`src/rtl/dual_pwm_pkg.sv`:
```
package dual_pwm_pkg;

  // Sizes
  localparam int UNITS = 2;
  localparam int CNT_W = 16;
  localparam int PRESC_W = 7;
  localparam int NCMP = 5;
  localparam int EV_W = 4;
  localparam int STAT_W = 8;

  // Unit register offsets inside one unit window (address bits 4:0)
  localparam logic [4:0] REG_CTRL = 5'h00;
  localparam logic [4:0] REG_CCR = 5'h04;
  localparam logic [4:0] REG_CRA = 5'h08;
  localparam logic [4:0] REG_CRB = 5'h0C;
  localparam logic [4:0] REG_DUTYA = 5'h10;
  localparam logic [4:0] REG_DUTYB = 5'h14;
  localparam logic [4:0] REG_COUNT = 5'h18;

  // Global register byte addresses
  localparam logic [6:0] REG_SYNC = 7'h40;
  localparam logic [6:0] REG_STATUS = 7'h44;
  localparam logic [6:0] REG_MASK = 7'h48;

  // Compare slots: capture_compare_reg, cycle_compare_reg_a/b, two duty values
  localparam int CMP_CCR = 0;
  localparam int CMP_CRA = 1;
  localparam int CMP_CRB = 2;
  localparam int CMP_DUTYA = 3;
  localparam int CMP_DUTYB = 4;

  // Event bit positions inside each unit's four status bits
  localparam int EV_PERIOD = 0;
  localparam int EV_ADC = 1;
  localparam int EV_CAPTURE = 2;
  localparam int EV_HIZ = 3;

  // Values after reset
  localparam logic [CNT_W-1:0] CNT_RST = 16'h0000;
  localparam logic [STAT_W-1:0] STAT_RST = 8'h00;
  localparam logic [PRESC_W-1:0] PRESC_RST = 7'h00;

  typedef enum logic [1:0] {
    LOCK_NONE = 2'b00,
    LOCK_HOLD = 2'b01,
    LOCK_RESTART = 2'b10,
    LOCK_OUTRESET = 2'b11
  } lock_mode_e;

  typedef enum logic [1:0] {
    SYNC_OFF = 2'b00,
    SYNC_START = 2'b01,
    SYNC_START_CLEAR = 2'b10,
    SYNC_SPARE = 2'b11
  } sync_mode_e;

  // Per-unit control word, bit 0 is count_run_control
  typedef struct packed {
    logic [2:0] clkDiv;
    logic compl;
    logic idleB;
    logic idleA;
    logic [3:0] trigSel;
    logic gateEn;
    logic hizEn;
    lock_mode_e lockMode;
    logic capMode;
    logic reloadSel;
    logic run;
  } ctrl_s;

  localparam ctrl_s CTRL_RST = '0;

endpackage : dual_pwm_pkg

```
`src/rtl/dual_pwm_timer_pair.sv`:
```
`timescale 1ns/10ps
// What this block does
// - Two units, 16-bit counter, two outputs each
// - Complementary pairs for half or full bridge
// - Period and duty change while counting
// - Idle output level set by software
// - Compare match pulses the converter start
// - Capture mode latches count on event
// - Sync start: both units start together
// - Sync start/clear: both clear together too
// - Gating timer output permits the outputs
// - Mode 1: input high holds reset, clear
// - Mode 2: rising edge restarts the count
// - Mode 3: edge resets outputs until period
// - Hi-Z control floats outputs on edge
// - Count clock: clock divided by 1, 2, 4 and so on up to 128
// - Run bit low stops and clears counter
// - Compare writes buffered until period match or restart edge, taken at once while stopped
// - Reset clears all compare registers
module dual_pwm_timer_pair
  import dual_pwm_pkg::*;
(
  // Clock and reset
  input wire logic clk,
  input wire logic sys_rst,
  // Avalon-MM slave
  input wire logic [6:0] avs_address,
  input wire logic avs_read,
  input wire logic avs_write,
  input wire logic [31:0] avs_writedata,
  input wire logic [3:0] avs_byteenable,
  output logic [31:0] avs_readdata,
  output logic avs_waitrequest,
  // Asynchronous event and gating inputs
  input wire logic [2:0] comparator_out,
  input wire logic external_irq_input,
  input wire logic gating_timer_output,
  // PWM pins
  output logic pwm_out_unit0_a,
  output logic pwm_out_unit0_a_oe,
  output logic pwm_out_unit0_b,
  output logic pwm_out_unit0_b_oe,
  output logic pwm_out_unit1_a,
  output logic pwm_out_unit1_a_oe,
  output logic pwm_out_unit1_b,
  output logic pwm_out_unit1_b_oe,
  // Converter start pulses and interrupt
  output logic adc_start_unit0,
  output logic adc_start_unit1,
  output logic irq
);

  // Merge write data under byte enables
  function automatic logic [31:0] beMerge(input logic [31:0] oldV, input logic [31:0] newV,
                                          input logic [3:0] be);
    logic [31:0] r;
    r = oldV;
    for (int b = 0; b < 4; b++) begin
      if (be[b]) begin
        r[8*b +: 8] = newV[8*b +: 8];
      end
    end
    return r;
  endfunction : beMerge

  // Bus handshake state
  logic waitReqQ; // High except in the single answer cycle
  logic [31:0] readdataQ; // Read data, stable in the answer cycle
  logic [31:0] rdMux; // Combinational read select
  logic wrStrobe; // Write takes effect this edge

  // Software state
  ctrl_s ctrlQ [UNITS]; // Per-unit control words
  sync_mode_e syncQ; // Unit pairing mode
  logic [STAT_W-1:0] statusQ; // Sticky events
  logic [STAT_W-1:0] maskQ; // Interrupt enables
  logic [STAT_W-1:0] evtVec; // Event pulses from both units

  // Counter state
  logic [CNT_W-1:0] countQ [UNITS];
  logic [CNT_W-1:0] cmpQ [UNITS][NCMP]; // Active compare values
  logic [CNT_W-1:0] cmpBufQ [UNITS][NCMP]; // Buffered software writes
  logic outResetQ [UNITS]; // Mode 3 output reset latch
  logic [PRESC_W-1:0] prescQ; // Shared free-running prescaler

  // Per-unit combinational terms
  logic runEff [UNITS];
  logic tickEff [UNITS];
  logic periodHit [UNITS];
  logic trigLevel [UNITS];
  logic trigRise [UNITS];

  // Input synchronisers: {ext irq, comparators}, gate separate
  logic [3:0] evMetaQ;
  logic [3:0] evSyncQ;
  logic [3:0] evPrevQ;
  logic gateMetaQ;
  logic gateSyncQ;

  // Output flops
  logic [3:0] pwmOutQ;
  logic [3:0] pwmOeQ;
  logic [1:0] adcQ;
  logic irqQ;

  assign wrStrobe = avs_write && !waitReqQ;

  // One wait cycle, then a one-cycle answer; read data latched with it
  always_ff @(posedge clk or posedge sys_rst) begin
    if (sys_rst) begin
      waitReqQ <= 1'b1;
      readdataQ <= 32'h00000000;
    end else if ((avs_read || avs_write) && waitReqQ) begin
      waitReqQ <= 1'b0;
      readdataQ <= avs_read ? rdMux : 32'h00000000;
    end else begin
      waitReqQ <= 1'b1;
    end
  end

  // Read select; unmapped addresses read zero
  always_comb begin
    rdMux = 32'h00000000;
    if (!avs_address[6]) begin
      if (avs_address[4:0] == REG_CTRL) begin
        rdMux = 32'(ctrlQ[avs_address[5]]);
      end else if (avs_address[4:0] == REG_COUNT) begin
        rdMux = {16'h0000, countQ[avs_address[5]]};
      end else if (avs_address[4:0] == REG_CCR) begin
        // Shows captured value in capture mode
        rdMux = {16'h0000, cmpQ[avs_address[5]][CMP_CCR]};
      end else if (avs_address[4:0] >= REG_CRA && avs_address[4:0] <= REG_DUTYB
                   && avs_address[1:0] == 2'b00) begin
        rdMux = {16'h0000, cmpBufQ[avs_address[5]][3'(avs_address[4:2] - 3'h1)]};
      end
    end else if (avs_address == REG_SYNC) begin
      rdMux = {30'h00000000, syncQ};
    end else if (avs_address == REG_STATUS) begin
      rdMux = {24'h000000, statusQ};
    end else if (avs_address == REG_MASK) begin
      rdMux = {24'h000000, maskQ};
    end
  end

  // Global registers; a new event beats a same-cycle clear
  always_ff @(posedge clk or posedge sys_rst) begin
    if (sys_rst) begin
      syncQ <= SYNC_OFF;
      statusQ <= STAT_RST;
      maskQ <= STAT_RST;
    end else begin
      if (wrStrobe && avs_address == REG_SYNC && avs_byteenable[0]) begin
        syncQ <= sync_mode_e'(avs_writedata[1:0]);
      end
      if (wrStrobe && avs_address == REG_MASK && avs_byteenable[0]) begin
        maskQ <= avs_writedata[STAT_W-1:0];
      end
      if (wrStrobe && avs_address == REG_STATUS && avs_byteenable[0]) begin
        statusQ <= (statusQ & ~avs_writedata[STAT_W-1:0]) | evtVec;
      end else begin
        statusQ <= statusQ | evtVec;
      end
    end
  end

  // Level interrupt, one cycle behind the status bits
  always_ff @(posedge clk or posedge sys_rst) begin
    if (sys_rst) begin
      irqQ <= 1'b0;
    end else begin
      irqQ <= |(statusQ & maskQ);
    end
  end

  // Two-flop synchronisers, then an edge history stage
  always_ff @(posedge clk or posedge sys_rst) begin
    if (sys_rst) begin
      evMetaQ <= 4'h0;
      evSyncQ <= 4'h0;
      evPrevQ <= 4'h0;
      gateMetaQ <= 1'b0;
      gateSyncQ <= 1'b0;
    end else begin
      evMetaQ <= {external_irq_input, comparator_out};
      evSyncQ <= evMetaQ;
      evPrevQ <= evSyncQ;
      gateMetaQ <= gating_timer_output;
      gateSyncQ <= gateMetaQ;
    end
  end

  // Prescaler shared so paired units tick on the same edge
  always_ff @(posedge clk or posedge sys_rst) begin
    if (sys_rst) begin
      prescQ <= PRESC_RST;
    end else begin
      prescQ <= prescQ + 7'h01;
    end
  end

  for (genvar u = 0; u < UNITS; u++) begin : g_unit
    logic [2:0] divSel;
    logic [PRESC_W-1:0] divMask;
    logic holdNow;
    logic restartNow;
    logic outResetSet;
    logic loadNow;
    logic adcHit;
    logic capHit;
    logic rawA;
    logic rawB;
    logic quiet;
    logic unitWr;
    logic [2:0] slot;
    logic [CNT_W-1:0] periodVal;

    // sync modes borrow unit 0 run and divider
    assign runEff[u] = (syncQ == SYNC_START || syncQ == SYNC_START_CLEAR) ? ctrlQ[0].run
                                                                          : ctrlQ[u].run;
    assign divSel = (syncQ == SYNC_START || syncQ == SYNC_START_CLEAR) ? ctrlQ[0].clkDiv
                                                                      : ctrlQ[u].clkDiv;
    // clkDiv n ticks once every 2**n clocks, so 0 ticks on every clock
    assign divMask = ~(7'h7F << divSel);
    assign tickEff[u] = (prescQ & divMask) == divMask;

    assign trigLevel[u] = |(evSyncQ & ctrlQ[u].trigSel);
    assign trigRise[u] = trigLevel[u] && !(|(evPrevQ & ctrlQ[u].trigSel));

    assign periodVal = ctrlQ[u].reloadSel ? cmpQ[u][CMP_CRB] : cmpQ[u][CMP_CRA];
    assign periodHit[u] = runEff[u] && tickEff[u] && countQ[u] == periodVal;

    // exactly one interlock mode, none ignores events
    always_comb begin
      holdNow = 1'b0;
      restartNow = 1'b0;
      outResetSet = 1'b0;
      unique case (ctrlQ[u].lockMode)
        LOCK_NONE: begin
        end
        LOCK_HOLD: begin
          holdNow = trigLevel[u];
        end
        LOCK_RESTART: begin
          restartNow = trigRise[u];
        end
        LOCK_OUTRESET: begin
          outResetSet = trigRise[u];
        end
      endcase
    end

    // reload at period match, restart, or while stopped
    assign loadNow = !runEff[u] || periodHit[u] || restartNow;
    assign adcHit = runEff[u] && tickEff[u] && !ctrlQ[u].capMode
                    && countQ[u] == cmpQ[u][CMP_CCR];
    assign capHit = ctrlQ[u].capMode && trigRise[u];
    // floating latch set on valid edge
    assign evtVec[EV_W*u +: EV_W] = {ctrlQ[u].hizEn && trigRise[u], capHit, adcHit,
                                     periodHit[u]};

    assign unitWr = wrStrobe && !avs_address[6] && avs_address[5] == u[0];
    assign slot = 3'(avs_address[4:2] - 3'h1);

    // Control word
    always_ff @(posedge clk or posedge sys_rst) begin
      if (sys_rst) begin
        ctrlQ[u] <= CTRL_RST;
      end else if (unitWr && avs_address[4:0] == REG_CTRL) begin
        ctrlQ[u] <= ctrl_s'(beMerge(32'(ctrlQ[u]), avs_writedata, avs_byteenable));
      end
    end

    // compare buffers and active values clear at reset
    always_ff @(posedge clk or posedge sys_rst) begin
      if (sys_rst) begin
        for (int k = 0; k < NCMP; k++) begin
          cmpBufQ[u][k] <= CNT_RST;
          cmpQ[u][k] <= CNT_RST;
        end
      end else begin
        if (unitWr && avs_address[4:0] >= REG_CCR && avs_address[4:0] <= REG_DUTYB
            && avs_address[1:0] == 2'b00) begin
          cmpBufQ[u][slot] <= 16'(beMerge({16'h0000, cmpBufQ[u][slot]}, avs_writedata,
                                           avs_byteenable));
        end
        // running counter picks up new values here
        for (int k = 0; k < NCMP; k++) begin
          if (k == CMP_CCR && capHit) begin
            cmpQ[u][k] <= countQ[u];
          end else if (loadNow && !(k == CMP_CCR && ctrlQ[u].capMode)) begin
            cmpQ[u][k] <= cmpBufQ[u][k];
          end
        end
      end
    end

    // Counter with clear priorities
    always_ff @(posedge clk or posedge sys_rst) begin
      if (sys_rst) begin
        countQ[u] <= CNT_RST;
      end else if (!runEff[u]) begin
        countQ[u] <= CNT_RST;
      end else if (holdNow || restartNow) begin
        countQ[u] <= CNT_RST;
      end else if (u == 1 && syncQ == SYNC_START_CLEAR && periodHit[0]) begin
        // unit 1 clears with unit 0
        countQ[u] <= CNT_RST;
      end else if (tickEff[u]) begin
        countQ[u] <= periodHit[u] ? CNT_RST : countQ[u] + 16'h0001;
      end
    end

    // output reset until the next period interrupt
    always_ff @(posedge clk or posedge sys_rst) begin
      if (sys_rst) begin
        outResetQ[u] <= 1'b0;
      end else if (outResetSet) begin
        outResetQ[u] <= 1'b1;
      end else if (periodHit[u] || !runEff[u]) begin
        outResetQ[u] <= 1'b0;
      end
    end

    assign rawA = countQ[u] < cmpQ[u][CMP_DUTYA];
    assign rawB = ctrlQ[u].compl ? !rawA : countQ[u] < cmpQ[u][CMP_DUTYB];
    // gating timer low parks the outputs
    assign quiet = !runEff[u] || holdNow || outResetQ[u]
                   || (ctrlQ[u].gateEn && !gateSyncQ);

    // Pin flops; quiet forces idle levels, floating drops enables
    always_ff @(posedge clk or posedge sys_rst) begin
      if (sys_rst) begin
        pwmOutQ[2*u +: 2] <= 2'b00;
        pwmOeQ[2*u +: 2] <= 2'b00;
        adcQ[u] <= 1'b0;
      end else begin
        pwmOutQ[2*u +: 2] <= quiet ? {ctrlQ[u].idleB, ctrlQ[u].idleA} : {rawB, rawA};
        pwmOeQ[2*u +: 2] <= statusQ[EV_W*u + EV_HIZ] ? 2'b00 : 2'b11;
        adcQ[u] <= adcHit;
      end
    end
  end

  // Port drive straight from flops
  assign avs_waitrequest = waitReqQ;
  assign avs_readdata = readdataQ;
  assign pwm_out_unit0_a = pwmOutQ[0];
  assign pwm_out_unit0_b = pwmOutQ[1];
  assign pwm_out_unit1_a = pwmOutQ[2];
  assign pwm_out_unit1_b = pwmOutQ[3];
  assign pwm_out_unit0_a_oe = pwmOeQ[0];
  assign pwm_out_unit0_b_oe = pwmOeQ[1];
  assign pwm_out_unit1_a_oe = pwmOeQ[2];
  assign pwm_out_unit1_b_oe = pwmOeQ[3];
  assign adc_start_unit0 = adcQ[0];
  assign adc_start_unit1 = adcQ[1];
  assign irq = irqQ;

  // Checks on unit 0 behaviour, the unit 1 sync clear and the bus
  AST_STOP_CLEARS: assert property (@(posedge clk) disable iff (sys_rst)
    !runEff[0] |=> countQ[0] == CNT_RST && pwmOutQ[0] == $past(ctrlQ[0].idleA))
    else $error("stopped counter not cleared");
  AST_HOLD_MODE: assert property (@(posedge clk) disable iff (sys_rst)
    runEff[0] && ctrlQ[0].lockMode == LOCK_HOLD && trigLevel[0] |=> countQ[0] == CNT_RST)
    else $error("hold mode did not clear count");
  AST_RESTART_MODE: assert property (@(posedge clk) disable iff (sys_rst)
    runEff[0] && ctrlQ[0].lockMode == LOCK_RESTART && trigRise[0] |=> countQ[0] == CNT_RST)
    else $error("restart edge ignored");
  AST_CAPTURE: assert property (@(posedge clk) disable iff (sys_rst)
    ctrlQ[0].capMode && trigRise[0] |=> cmpQ[0][CMP_CCR] == $past(countQ[0]))
    else $error("capture value wrong");
  AST_ADC_PULSE: assert property (@(posedge clk) disable iff (sys_rst)
    runEff[0] && tickEff[0] && !ctrlQ[0].capMode && countQ[0] == cmpQ[0][CMP_CCR]
    |=> adc_start_unit0 && statusQ[EV_ADC])
    else $error("compare match gave no pulse");
  AST_HIZ_FLOAT: assert property (@(posedge clk) disable iff (sys_rst)
    ctrlQ[0].hizEn && trigRise[0] |=> ##1 !pwm_out_unit0_a_oe && !pwm_out_unit0_b_oe)
    else $error("outputs not floated");
  AST_SYNC_CLEAR: assert property (@(posedge clk) disable iff (sys_rst)
    syncQ == SYNC_START_CLEAR && periodHit[0] |=> countQ[1] == CNT_RST)
    else $error("unit 1 not cleared with unit 0");
  AST_BUFFER_HOLD: assert property (@(posedge clk) disable iff (sys_rst)
    runEff[0] && !periodHit[0] && ctrlQ[0].lockMode != LOCK_RESTART
    |=> $stable(cmpQ[0][CMP_DUTYA]))
    else $error("duty changed mid period");
  AST_OUTRESET: assert property (@(posedge clk) disable iff (sys_rst)
    runEff[0] && ctrlQ[0].lockMode == LOCK_OUTRESET && trigRise[0]
    |=> ##1 pwm_out_unit0_a == ctrlQ[0].idleA)
    else $error("output reset not applied");
  AST_BUS_ANSWER: assert property (@(posedge clk) disable iff (sys_rst)
    (avs_read || avs_write) && avs_waitrequest |=> !avs_waitrequest ##1 avs_waitrequest)
    else $error("bus answer not one cycle");

endmodule : dual_pwm_timer_pair

```
`config.mk`:
```
export PLATFORM = sky130hd
export DESIGN_NAME = dual_pwm_timer_pair
export DESIGN_NICKNAME = d
export VERILOG_FILES = /design/src/rtl/dual_pwm_pkg.sv /design/src/rtl/dual_pwm_timer_pair.sv
export SDC_FILE = /design/constraint.sdc
export NUM_CORES = 1
export LEC_CHECK = 0
export CORE_ASPECT_RATIO = 0.7
export CORE_MARGIN = 2
export CORE_UTILIZATION = 60
export CTS_CLUSTER_DIAMETER = 150
export DETAILED_ROUTE_END_ITERATION = 10
export DONT_BUFFER_PORTS = 1
export GPL_TIMING_DRIVEN = 0
export HOLD_SLACK_MARGIN = 0.06
export PLACE_DENSITY = 0.88
export SETUP_SLACK_MARGIN = 0.15
export SYNTH_ARGS = -nofsm -noshare
export SYNTH_HDL_FRONTEND = slang
export SYNTH_SLANG_ARGS = --single-unit
export TNS_END_PERCENT = 20
```
`constraint.sdc`:
```
create_clock -name clk -period 33.4 [get_ports clk]
set_clock_uncertainty 0.05 [all_clocks]
set_input_delay 6.68 -clock clk [delete_from_list [all_inputs] [get_ports clk]]
set_output_delay 6.68 -clock clk [all_outputs]
set_load 0.03 [all_outputs]
```
==> run metrics <==
outcome complete, no violations; average instance area after synthesis 11.13 um2; clock edge transition at the registers on the reported setup and hold paths 0.06 ns; initial core utilization 0.6096; placer's final routability congestion estimate 1.015; vias in the first global route 18,880; crit path from avs_address[2]; main combinational cell family by area after synthesis multiplexers; fraction of synthesized cell area in xor and xnor cells 0.03324; Setup crit end kind register; Crit-path slowest cell clkbuf_1; arithmetic-cell share of the synthesized area counting full adders, half adders and majority gates 0.03510; CTS root buffer clkbuf_16; number of register bits inferred by synthesis 454; type of the most critical hold path register to register; critical path capture point avs_readdata[3]$_DFFE_PP0P_; number of hold buffers added after cts 0; max-cap check violation count 0; cell type with the highest occurrence count on the critical path clkbuf_1; worst stage delay on the critical path 0.86 ns; Setup violations, final 0; proportion of synthesized chip area in sequential cells 0.4687; Max-Slew Margin vs Limit 0.1745; number of flops mapped to enable cells by yosys 0; number of optimization iterations in the first detailed-route pass 6; most frequently used flop master after synthesis dfrtp_1; wire length of the first global-routing pass 123.5 mm; per-cell via count in the routed design 6.787; setup fix buffers added after clock tree synthesis 0; input/output buffers 0; depth of the worst register-to-register path 10; number of instances in the synthesized netlist 2,178; Total Negative Setup Slacks 0 ns; HPWL after DPL 64.06 mm; number of DRC violations after detailed-routing iteration 0 2,499; Max Clock Freq 86.40 MHz; area of the core 0.03976 mm2; Worst Hold Slack 0.2983 ns; Hold Vio Cnt, Final 0; detailed-route wire length 84.16 mm; highest fanout seen on the critical path 12; Tcrit/Tclk final 0.3465; CP cell instances buf_2 > clkinv_1 > clkbuf_1 > ha_1 > xor2_1 > clkbuf_1 > clkbuf_1 > o22ai_1 > a21oi_1 > a21oi_1 > o311ai_0 > nand2_1; DRC violations left 0; post-synthesis cell area 0.02424 mm2; Arr. time, crit path 11.95 ns; Die Wd 244.2 um; unrepaired setup endpoints after global routing false; category of the most critical setup path input port to register; io pins 96; leading cell type in the layout, fill and taps excluded dfrtp_1; overall via count from detail_route 19,120; highest-count cells in the layout ignoring fill and taps dfrtp_1, mux2_2, nand2_1; number of antenna violations at the first check in global routing 3; Die Span Y 172.2 um; power consumption 0.001267 W; Data required, critical path 33.78 ns; Netlist cell types 70; largest buffer count on any clock path 3; reg2reg end cmpQ[17]$_DFFE_PP0P_; Num CTS Buffers 45; number of pins exceeding their max-slew limit in the final report 0; r2r setup slk 28.71 ns; number of nets in the final layout 2,363; post-synthesis compound-gate area fraction 0.1009; H-tree Lvls 2; simple-gate area share of the yosys netlist 0.08641; post-cts sizing count 0; All-Layer GR Usage 0.4034; element type at the critical path start input port; GR Overflow Total 0; measured slew at the worst slew-check pin 1.228 ns; number of clock sinks 454; Skew-Pair Late Insertion Delay 0.57 ns; number of warning messages in the yosys log 0; PwrDens 47.49 mW/mm2; worst supply voltage drop on vdd 0.00003627 V; r2r startpoint ctrlQ[1]$_DFFE_PP0P_; clock tree from TritonCTS done; Static Leakage 12.37 nW; cell depth of the worst hold path 0; share of final-layout standard cells stronger than drive strength 1 0.2154; pin count of the biggest net entering global routing 135; area added between synthesis and finish 10.04%; total die area 0.04205 mm2; Period minus WS final 11.57 ns; Std-Cell Rows 61; share of cell area taken by muxes after synthesis 0.2319; Avg WL per Cell 29.87 um; number of antenna-violating nets in the routed design 0; async set or reset register ratio after synthesis 1.000
## cells in the mapped netlist, drive strengths merged, types with 10 or more instances
library cell,n,area share
a211oi,26,0.0083
a21o,22,0.0068
a21oi,77,0.016
a221oi,22,0.0079
a22oi,14,0.0043
buf,68,0.016
clkbuf,90,0.014
dfrtp,453,0.47
ha,68,0.035
inv,87,0.013
mux2,301,0.14
mux2i,151,0.062
mux4,32,0.030
nand2,178,0.028
nand2b,10,0.0026
nand3,24,0.0050
nand4,17,0.0046
nor2,106,0.016
nor2b,23,0.0059
nor3,37,0.0076
nor4,23,0.0075
o21ai,138,0.029
o22ai,14,0.0036
xnor2,47,0.017
xor2,45,0.016
## worst min path at each step
stage | end | start | slack [ns]
2_1_floorplan | evSyncQ[0]$_DFF_PP0_ | evMetaQ[0]$_DFF_PP0_ | 0.28
4_1_cts | gateSyncQ$_DFF_PP0_ | gateMetaQ$_DFF_PP0_ | 0.30
5_1_grt | evSyncQ[1]$_DFF_PP0_ | evMetaQ[1]$_DFF_PP0_ | 0.31
6_report | gateSyncQ$_DFF_PP0_ | gateMetaQ$_DFF_PP0_ | 0.30
3_5_place_dp | evSyncQ[1]$_DFF_PP0_ | evMetaQ[1]$_DFF_PP0_ | 0.29
3_3_place_gp | gateSyncQ$_DFF_PP0_ | gateMetaQ$_DFF_PP0_ | 0.29
## layout make-up
type,count,area (um2)
inverter,88,337.8
sequential,454,11360
buffer,158,725.7
antenna,3,7.507
timing repair buffer,4,87.58
clock buffer,65,1344
fill,2976,13090
clock inverter,18,259.0
multi-input combinational,1492,11880
tap,535,669.4
## where the power goes
| part | leakage, nW | internal, W | switching (W) | total, W |
|---|---|---|---|---|
| clock | 0.782 | 0.000327 | 0.000228 | 0.000555 |
| sequential | 6.23 | 0.000568 | 0.0000212 | 0.000589 |
| combinational | 5.36 | 0.0000403 | 0.0000826 | 0.000123 |
| total | 12.4 | 0.000935 | 0.000332 | 0.00127 |
## metrics by stage
| stage | instance area (um2) | setup slack (ns) | std cells | util |
|---|---|---|---|---|
| after floorplan | 24290 | 14.02 | 2192 | - |
| after global placement | 24960 | 9.818 | 2727 | 0.6277 |
| after detailed placement | 25050 | 21.73 | 2730 | 0.6300 |
| after CTS | 26650 | 22.28 | 2813 | 0.6703 |
| after global routing | 26670 | 21.82 | 2814 | 0.6706 |
| final | 26670 | 21.83 | 2817 | 0.6708 |
## state kept, by name, summed over array words and instances (netlist names), 2 cells and up
signal         flops
syncQ              2
outResetQ          2
evPrevQ            4
evMetaQ            4
countQ            32
avs_readdata      17
evSyncQ            4
ctrlQ             31
statusQ            8
g_unit.divSel      3
cmpBufQ          160
maskQ              8
prescQ             7
cmpQ             160
## logic make-up after synthesis
kind of cell / after synthesis
xor gates and xnor gates: 92
adders and majority gates: 68
and+or+nand+nor: 451
other: 1
DFF: 454
muxes: 484
buffers and inverters: 246
AOI/OAI and AO/OA: 382
## worst max-delay path, delay by kind of cell
family / cells / cell delay [ns]
buf+inv: 5 / 2.63
fa+ha+maj: 1 / 0.40
xor+xnor: 1 / 0.74
compound gates: 4 / 1.36
simple gates: 1 / 0.12
## routing by layer
layer / routed length [um] / up-vias / global-route usage
met5: 46 / - / 0
met3: 11700 / 219 / 0.1434
met2: 35390 / 1307 / 0.5919
met4: 2654 / 6 / 0.1132
li1: - / 7899 / -
met1: 34370 / 9687 / 0.5685
Note: power is estimated with default switching activity, not from simulation.
